--- config.mk ---
export PLATFORM = sky130hd
export DESIGN_NAME = ccss_top
export DESIGN_NICKNAME = d
export VERILOG_FILES = /design/src/inc/ccss_pkg.sv /design/src/core/ccss_sync.sv /design/src/core/ccss_src_pick.sv /design/src/core/ccss_top.sv
export VERILOG_INCLUDE_DIRS = /design/src /design/src/inc
export SDC_FILE = /design/constraint.sdc
export NUM_CORES = 1
export LEC_CHECK = 0
export BUFFER_PORTS_ARGS = -buffer_cell sky130_fd_sc_hd__buf_2
export CAP_MARGIN = 40
export CORE_MARGIN = 2
export CORE_UTILIZATION = 45
export CTS_CLUSTER_DIAMETER = 200
export DETAILED_ROUTE_END_ITERATION = 10
export PLACE_DENSITY = 0.72
export SLEW_MARGIN = 30
export SYNTH_ARGS = -nofsm -noshare
export SYNTH_HDL_FRONTEND = slang
export SYNTH_HIERARCHICAL = 1
export SYNTH_SLANG_ARGS = --single-unit
--- constraint.sdc ---
create_clock -name sys_clk_in -period 2.35 [get_ports sys_clk_in]
set_input_delay 0.47 -clock sys_clk_in [delete_from_list [all_inputs] [get_ports sys_clk_in]]
set_output_delay 0.47 -clock sys_clk_in [all_outputs]
set_load 0.01 [all_outputs]
--- src/inc/ccss_cfg.svh ---
`ifndef CCSS_CFG_SVH
`define CCSS_CFG_SVH

// register byte offsets on the apb bus
`define CCSS_OFF_OSC_RUN      8'h00
`define CCSS_OFF_SYS_SEL      8'h04
`define CCSS_OFF_SUB_SEL      8'h08

// oscillator_run_control field positions
`define CCSS_ORC_X1_HALT      7
`define CCSS_ORC_FIXED_ONE    6
`define CCSS_ORC_MID_EN       1
`define CCSS_ORC_HIGH_HALT    0

// system_clock_select field positions
`define CCSS_SCS_CPU_STATE    7
`define CCSS_SCS_CPU_CHOICE   6
`define CCSS_SCS_MAIN_STATE   5
`define CCSS_SCS_MAIN_CHOICE  4
`define CCSS_SCS_ONCHIP_STATE 1
`define CCSS_SCS_ONCHIP_CHOICE 0

// subsystem_source_select field positions
`define CCSS_SSS_LOW_PICK     0

// reset values of the writable fields
`define CCSS_RST_X1_HALT      1'b1
`define CCSS_RST_MID_EN       1'b0
`define CCSS_RST_HIGH_HALT    1'b0
`define CCSS_RST_CHOICE       1'b0
`define CCSS_RST_LOW_PICK     1'b0

`endif

--- src/inc/ccss_pkg.sv ---
package ccss_pkg;

  // clock sources; value is the bit index in ccss_osc_t
  typedef enum logic [1:0]
  {
    SRC_HIGH = 2'h0,
    SRC_MID  = 2'h1,
    SRC_X1   = 2'h2,
    SRC_LOW  = 2'h3
  } ccss_src_t;

  // switch sequencer states, gray along idle-drop-take
  typedef enum logic [1:0]
  {
    SEQ_IDLE = 2'h0,
    SEQ_DROP = 2'h1,
    SEQ_TAKE = 2'h3
  } ccss_seq_t;

  // one bit per clock source
  typedef struct packed
  {
    logic low;
    logic x1;
    logic mid;
    logic high;
  } ccss_osc_t;

  // status seen by software after a switch completes
  typedef struct packed
  {
    logic cpu_on_sub;
    logic main_on_x1;
    logic onchip_on_mid;
  } ccss_stat_t;

endpackage

--- src/core/ccss_sync.sv ---
`timescale 1ns/100ps
`default_nettype none

// three-stage synchroniser with agreement filter
module ccss_sync
  import ccss_pkg::*;
#(
  parameter logic RESET_VAL = 1'b0
)
(
  // clock and reset
  input  wire logic sys_clk_in,
  input  wire logic resetn_in,
  // asynchronous level and its clean copy
  input  wire logic async_in,
  output var  logic sync_out
);

  logic stage1_reg;  // metastability catcher
  logic stage2_reg;  // second stage
  logic stage3_reg;  // third stage

  // shift chain; stage1 is read only by stage2
  always_ff @(posedge sys_clk_in or negedge resetn_in)
  begin
    if (!resetn_in)
    begin
      stage1_reg <= RESET_VAL;
      stage2_reg <= RESET_VAL;
      stage3_reg <= RESET_VAL;
    end
    else
    begin
      stage1_reg <= async_in;
      stage2_reg <= stage1_reg;
      stage3_reg <= stage2_reg;
    end
  end

  // accept a change once stages two and three agree
  always_ff @(posedge sys_clk_in or negedge resetn_in)
  begin
    if (!resetn_in)
      sync_out <= RESET_VAL;
    else if (stage2_reg == stage3_reg)
      sync_out <= stage3_reg;
  end

endmodule
`default_nettype wire

--- src/core/ccss_src_pick.sv ---
`timescale 1ns/100ps
`default_nettype none

// decodes the requested cpu clock source from the choice bits
module ccss_src_pick
  import ccss_pkg::*;
(
  // choice bits from system_clock_select
  input  wire logic cpu_clock_choice_in,
  input  wire logic main_clock_choice_in,
  input  wire logic onchip_osc_choice_in,
  // requested source
  output var  ccss_src_t target_out
);

  // subsystem wins, then external main clock, then on-chip pair
  always_comb
  begin
    if (cpu_clock_choice_in)
      target_out = SRC_LOW;
    else if (main_clock_choice_in)
      target_out = SRC_X1;
    else if (onchip_osc_choice_in)
      target_out = SRC_MID;
    else
      target_out = SRC_HIGH;
  end

endmodule
`default_nettype wire

--- src/core/ccss_top.sv ---
// Implementation choices: the APB interface to the registers and the register offsets.
`timescale 1ns/100ps
`default_nettype none
`include "ccss_cfg.svh"

module ccss_top
  import ccss_pkg::*;
#(
  parameter int ADDR_W = 8
)
(
  // clock and reset
  input  wire logic              sys_clk_in,
  input  wire logic              resetn_in,
  // apb slave
  input  wire logic              psel_in,
  input  wire logic              penable_in,
  input  wire logic              pwrite_in,
  input  wire logic [ADDR_W-1:0] paddr_in,
  input  wire logic [31:0]       pwdata_in,
  input  wire logic [3:0]        pstrb_in,
  output var  logic [31:0]       prdata_out,
  output var  logic              pready_out,
  output var  logic              pslverr_out,
  // oscillator run controls and their running indications
  output var  ccss_osc_t         osc_run_out,
  input  wire ccss_osc_t         osc_live_in,
  // clock gate enables and gate acknowledges
  output var  ccss_osc_t         gate_en_out,
  input  wire ccss_osc_t         gate_ack_in,
  // source currently driving the cpu clock
  output var  ccss_src_t         cpu_src_out
);

  // writable control fields
  logic       x1_osc_halt_reg;        // x1 oscillator halted
  logic       mid_osc_enable_reg;     // middle oscillator on
  logic       high_osc_halt_reg;      // high oscillator halted
  logic       cpu_clock_choice_reg;   // cpu from subsystem
  logic       main_clock_choice_reg;  // main from x1
  logic       onchip_osc_choice_reg;  // on-chip from middle
  logic       low_osc_pick_reg;       // low oscillator on
  // switch state
  ccss_stat_t stat_reg;               // status after switch
  ccss_seq_t  seq_reg;                // sequencer state
  ccss_src_t  pend_reg;               // source being switched to
  logic [3:0] gate_reg;               // gate enables
  // decode and bus helpers
  ccss_src_t  target_src;             // requested source
  logic [3:0] live_sync;              // synced oscillator live
  logic [3:0] ack_sync;               // synced gate acknowledge
  logic [7:0] rd_byte;                // selected register image
  logic       addr_hit;               // address maps a register
  logic       setup_phase;            // apb setup cycle
  logic       wr_take;                // write completes now
  logic       wr_lane;                // low byte lane written

  // apb phase decode
  assign setup_phase = psel_in & ~penable_in;
  assign wr_take     = psel_in & penable_in & pready_out & pwrite_in;
  assign wr_lane     = pstrb_in[0];

  // address decode and read image
  always_comb
  begin
    rd_byte  = 8'h00;
    addr_hit = 1'b1;
    // oscillator_run_control image
    if (paddr_in == ADDR_W'(`CCSS_OFF_OSC_RUN))
    begin
      rd_byte[`CCSS_ORC_X1_HALT]   = x1_osc_halt_reg;
      rd_byte[`CCSS_ORC_FIXED_ONE] = 1'b1;
      rd_byte[`CCSS_ORC_MID_EN]    = mid_osc_enable_reg;
      rd_byte[`CCSS_ORC_HIGH_HALT] = high_osc_halt_reg;
    end
    // system_clock_select image with live status
    else if (paddr_in == ADDR_W'(`CCSS_OFF_SYS_SEL))
    begin
      rd_byte[`CCSS_SCS_CPU_STATE]     = stat_reg.cpu_on_sub;
      rd_byte[`CCSS_SCS_CPU_CHOICE]    = cpu_clock_choice_reg;
      rd_byte[`CCSS_SCS_MAIN_STATE]    = stat_reg.main_on_x1;
      rd_byte[`CCSS_SCS_MAIN_CHOICE]   = main_clock_choice_reg;
      rd_byte[`CCSS_SCS_ONCHIP_STATE]  = stat_reg.onchip_on_mid;
      rd_byte[`CCSS_SCS_ONCHIP_CHOICE] = onchip_osc_choice_reg;
    end
    // subsystem_source_select image
    else if (paddr_in == ADDR_W'(`CCSS_OFF_SUB_SEL))
    begin
      rd_byte[`CCSS_SSS_LOW_PICK] = low_osc_pick_reg;
    end
    // unmapped address
    else
    begin
      addr_hit = 1'b0;
    end
  end

  // zero-wait answer: ready and data registered in the setup cycle
  always_ff @(posedge sys_clk_in or negedge resetn_in)
  begin
    if (!resetn_in)
    begin
      pready_out  <= 1'b0;
      pslverr_out <= 1'b0;
      prdata_out  <= 32'h0000_0000;
    end
    else
    begin
      pready_out  <= setup_phase;
      pslverr_out <= setup_phase & ~addr_hit;
      // read data only for a mapped read
      if (setup_phase & ~pwrite_in & addr_hit)
        prdata_out <= {24'h00_0000, rd_byte};
      else
        prdata_out <= 32'h0000_0000;
    end
  end

  // oscillator_run_control writes
  always_ff @(posedge sys_clk_in or negedge resetn_in)
  begin
    if (!resetn_in)
    begin
      x1_osc_halt_reg    <= `CCSS_RST_X1_HALT;
      mid_osc_enable_reg <= `CCSS_RST_MID_EN;
      high_osc_halt_reg  <= `CCSS_RST_HIGH_HALT;
    end
    else if (wr_take && wr_lane &&
             paddr_in == ADDR_W'(`CCSS_OFF_OSC_RUN))
    begin
      x1_osc_halt_reg    <= pwdata_in[`CCSS_ORC_X1_HALT];
      mid_osc_enable_reg <= pwdata_in[`CCSS_ORC_MID_EN];
      high_osc_halt_reg  <= pwdata_in[`CCSS_ORC_HIGH_HALT];
    end
  end

  // system_clock_select writes; status bits are read only
  always_ff @(posedge sys_clk_in or negedge resetn_in)
  begin
    if (!resetn_in)
    begin
      cpu_clock_choice_reg  <= `CCSS_RST_CHOICE;
      main_clock_choice_reg <= `CCSS_RST_CHOICE;
      onchip_osc_choice_reg <= `CCSS_RST_CHOICE;
    end
    else if (wr_take && wr_lane &&
             paddr_in == ADDR_W'(`CCSS_OFF_SYS_SEL))
    begin
      cpu_clock_choice_reg  <= pwdata_in[`CCSS_SCS_CPU_CHOICE];
      main_clock_choice_reg <= pwdata_in[`CCSS_SCS_MAIN_CHOICE];
      onchip_osc_choice_reg <= pwdata_in[`CCSS_SCS_ONCHIP_CHOICE];
    end
  end

  // subsystem_source_select writes
  always_ff @(posedge sys_clk_in or negedge resetn_in)
  begin
    if (!resetn_in)
      low_osc_pick_reg <= `CCSS_RST_LOW_PICK;
    else if (wr_take && wr_lane &&
             paddr_in == ADDR_W'(`CCSS_OFF_SUB_SEL))
      low_osc_pick_reg <= pwdata_in[`CCSS_SSS_LOW_PICK];
  end

  // oscillator run outputs follow the control fields
  always_ff @(posedge sys_clk_in or negedge resetn_in)
  begin
    if (!resetn_in)
    begin
      osc_run_out.x1   <= ~`CCSS_RST_X1_HALT;
      osc_run_out.mid  <= `CCSS_RST_MID_EN;
      osc_run_out.high <= ~`CCSS_RST_HIGH_HALT;
      osc_run_out.low  <= `CCSS_RST_LOW_PICK;
    end
    else
    begin
      osc_run_out.x1   <= ~x1_osc_halt_reg;
      osc_run_out.mid  <= mid_osc_enable_reg;
      osc_run_out.high <= ~high_osc_halt_reg;
      osc_run_out.low  <= low_osc_pick_reg;
    end
  end

  // requested source from the choice bits
  ccss_src_pick u_pick
  (
    .cpu_clock_choice_in  (cpu_clock_choice_reg),
    .main_clock_choice_in (main_clock_choice_reg),
    .onchip_osc_choice_in (onchip_osc_choice_reg),
    .target_out           (target_src)
  );

  // synchronise live and acknowledge levels from the clock domains
  for (genvar i = 0; i < 4; i++)
  begin : g_sync
    ccss_sync #(.RESET_VAL(i == 0)) u_live
    (
      .sys_clk_in (sys_clk_in),
      .resetn_in  (resetn_in),
      .async_in   (osc_live_in[i]),
      .sync_out   (live_sync[i])
    );
    ccss_sync #(.RESET_VAL(i == 0)) u_ack
    (
      .sys_clk_in (sys_clk_in),
      .resetn_in  (resetn_in),
      .async_in   (gate_ack_in[i]),
      .sync_out   (ack_sync[i])
    );
  end

  // switch sequencer: drop old gate, wait for it, raise new gate
  always_ff @(posedge sys_clk_in or negedge resetn_in)
  begin
    if (!resetn_in)
    begin
      seq_reg  <= SEQ_IDLE;
      pend_reg <= SRC_HIGH;
      gate_reg <= 4'h1;
    end
    else
    begin
      case (seq_reg)
        // wait for a new request whose oscillator is live
        SEQ_IDLE:
        begin
          // switch only to a running source
          if (target_src != cpu_src_out && live_sync[target_src])
          begin
            gate_reg <= 4'h0;
            pend_reg <= target_src;
            seq_reg  <= SEQ_DROP;
          end
        end
        // old gate closed at a low phase of its clock
        SEQ_DROP:
        begin
          if (!ack_sync[cpu_src_out])
          begin
            gate_reg[pend_reg] <= 1'b1;
            seq_reg            <= SEQ_TAKE;
          end
        end
        // new gate opened, waiting for its acknowledge
        SEQ_TAKE:
        begin
          if (ack_sync[pend_reg])
            seq_reg <= SEQ_IDLE;
        end
        // unused code returns to idle
        default:
        begin
          seq_reg <= SEQ_IDLE;
        end
      endcase
    end
  end

  // active source and status change only after the new gate acks
  always_ff @(posedge sys_clk_in or negedge resetn_in)
  begin
    if (!resetn_in)
    begin
      cpu_src_out <= SRC_HIGH;
      stat_reg    <= '0;
    end
    else if (seq_reg == SEQ_TAKE && ack_sync[pend_reg])
    begin
      cpu_src_out <= pend_reg;
      stat_reg.cpu_on_sub <= (pend_reg == SRC_LOW);
      if (pend_reg != SRC_LOW)
        stat_reg.main_on_x1 <= (pend_reg == SRC_X1);
      if (pend_reg == SRC_HIGH || pend_reg == SRC_MID)
        stat_reg.onchip_on_mid <= (pend_reg == SRC_MID);
    end
  end

  // gate enable outputs registered again from the sequencer flops, one cycle behind gate_reg
  always_ff @(posedge sys_clk_in or negedge resetn_in)
  begin
    if (!resetn_in)
      gate_en_out <= ccss_osc_t'(4'h1);
    else
      gate_en_out <= ccss_osc_t'(gate_reg);
  end

endmodule
`default_nettype wire

==> metrics.cfg <==
[synth]
avgSynthCellArea_sq_um=14.1
syn-instance-count=184
ys.flop_type=dfrtp_1
synth_area_sq_um=2600
synthDistinctLibCells=37
yosysWarningCount=6
ys_seq_area_share_pct=66.0
synth-edff-count=0
yosysMostFrequentCell=dfrtp_1
synth_area_leaders=dfrtp_1 54%, dfstp_2 12%, buf_4 7.5%, mux2_2 5.2%, maj3_2 3.5%
synth_seq_cells=68
postSynth.asyncResetShare_pct=100
yosysTopAreaCellShare_pct=53.9
synth_top_area_cell=dfrtp_1
synthTopCellsByCount=56 x dfrtp_1, 26 x buf_4, 12 x dfstp_2, 12 x mux2_2, 10 x nor2_1

[route]
drcViolationCount=0
wl_met1_um=1620
wl_met3_um=258
first_iter_violations=39
dr.pass1.iters=3
maxUsedRoutingLayer=met4
via_per_inst=4.53
dr_wl_met2_um=1760
num_vias=1422
totalWireLength_um=3670
wire_per_inst_um=11.7
drtAntennaViolNets=0

[setup_path]
cp-start-kind=register
critPathSlowestCell=mux4_2
cp_max_fo=7
crit_buf_inv=1
critPathArrivalTime_ns=2.21
cp_top_family=multiplexers
cp-end-kind=register
max_stage_delay_ns=0.52
worstPathRequired_ns=2.56
criticalPathCategory=register to register
path_cells=inv_1 > a21o_1 > mux4_2 > o211ai_1 > mux2_2

[timing]
rsz0062_at_grt=false
setup_tns_ns=0
fmax_mhz=502
fin_crit_sh_pct=84.8
setup-violations-final=0
max-slew-margin-rel_pct=60.5
finalClockSkew_ns=0.00520
slew_violations=0
hold_viol=0
worst_pin_slew_ns=0.590
period_minus_slack_ns=1.99

[clocking]
cts.clk_slew.worst_paths_ns=0.07
cts-root-buf=clkbuf_8
cts_hold_buf=0
worstSkewPairLatency_ns=0.33
cts_buffers=9
cts_buffer_depth=2
clkSinkCount=68
cts_tree=built
htree_num_levels=3
cts_resized=0
post-cts-setup-buffer-count=0

[worst_hold_path]
hold_class=primary input to asynchronous set/reset pin

[floorplanning]
num_io_pins=101
rows=27
start_util_pct=47.0
die-area_sq_um=6400
fp.coreArea_sq_um=5540
die_h_um=80.0
die_w_um=80.0

[finish]
n_fill_cell=484
utilization_pct=54.0
antenna_cells=0
largest_register=prdata_out
final_area_sq_um=2990
largest_reg_flops=6
layout-drive-gt1-share_pct=40.5
synthToLayoutAreaGrowth_pct=15.0
finalNetCount=294

[placed_design]
numPortBuffers=44
gp_congestion=0.736
hpwl_um=2640
place_area_sq_um=2820

[global_routing]
grt_pass1_vias=1407
grtUsageTotal_pct=13.1
grt-ovfl-total=0
grt_max_degree=48
grt_pass1_wl_um=6230
antenna_found_initial=0

[status]
status=complete, no violations

[flow_run]
maxCapViolCount=0

[power]
p_leak_nw=1.46
irDropWorstVdd_mv=0.432
p_per_area_nw_per_um2=742

## power by group
group	internal [W]	switching (W)
sequential	0.00125	0.0000291
clock	0.000408	0.000398
combinational	0.0000594	0.0000786
total	0.00171	0.000506
## through the flow
step	total power (W)	setup WS, ns	instances	hold slack [ns]
6_report	0.00222	0.357	314	0.100
5_1_grt	0.00234	0.271	314	0.113
2_1_floorplan	0.00140	0.519	209	0.174
3_5_place_dp	0.00144	0.145	298	0.337
3_3_place_gp	0.00143	0.270	298	0.332
4_1_cts	0.00226	0.345	314	0.0962
## final cells by class
type,instances,area (sq um),area share [%]
repair buffers,45,240,8.03
clock inverters,4,25.0,0.836
clock buffers,12,145,4.85
multi-input cells,104,741,24.8
inverters,9,33.8,1.13
well taps,72,90.1,3.01
flip-flops and latches,68,1720,57.4
## worst reg2reg max path, stage by stage (launching register included)
cell and delay [ns]:
dfrtp_1 0.41, inv_1 0.06, a21o_1 0.20, mux4_2 0.52, o211ai_1 0.30, mux2_2 0.40
## cells by family (layout without fill, tap and decap cells)
family / count (synthesis) / count (layout) / synth area share (%)
other: 1 / 26 / 0.144
adder cells (fa/ha/maj): 8 / 8 / 3.46
AO/OA/AOI/OAI: 15 / 15 / 3.75
multiplexers: 20 / 20 / 9.24
flip-flops: 68 / 68 / 66.0
XOR/XNOR: 2 / 2 / 0.674
buffers and inverters: 37 / 70 / 9.14
AND/OR/NAND/NOR: 33 / 33 / 7.60
## path summary, 6_finish.rpt
| kind | cells past startpoint | start | to | slack [ns] |
|---|---|---|---|---|
| worst max-delay path | 5 | main_clock_choice_reg | pend_reg[0] | 0.36 |
| worst min-delay path | 1 | resetn_in | gate_en_out[3] | 0.10 |
| worst max register to register | 5 | main_clock_choice_reg | pend_reg[0] | 0.36 |
| worst min register to register | 0 | g_sync[3].u_live/stage1_reg | g_sync[3].u_live/stage2_reg | 0.35 |
| max in group asynchronous | 2 | resetn_in | g_sync[0].u_ack/stage2_reg | 1.58 |
| min in group sys_clk_in | 1 | osc_live_in[0] | g_sync[0].u_live/stage1_reg | 0.23 |
## per-layer routing
metal	global-route usage (%)	vias up
met5	0	-
met4	6.61	0
met3	4.52	2
met2	21.0	57
met1	15.6	685
li1	-	678
## placed cells by master (no fill, tap or decap), drive strengths merged, types with 2 or more instances in the layout
cell type  count
nand2          3
inv            9
dfstp         12
a21oi          3
mux4           2
nand2b         2
nor2          10
or2            2
o21ai          3
conb          26
xor2           2
mux2          12
maj3           8
clkinv         2
nor3b          3
mux2i          6
and3           2
buf           45
clkbuf        12
o21a           4
dfrtp         56
nor3           4
clkinvlp       2
Note: power is estimated with default switching activity, not from simulation.
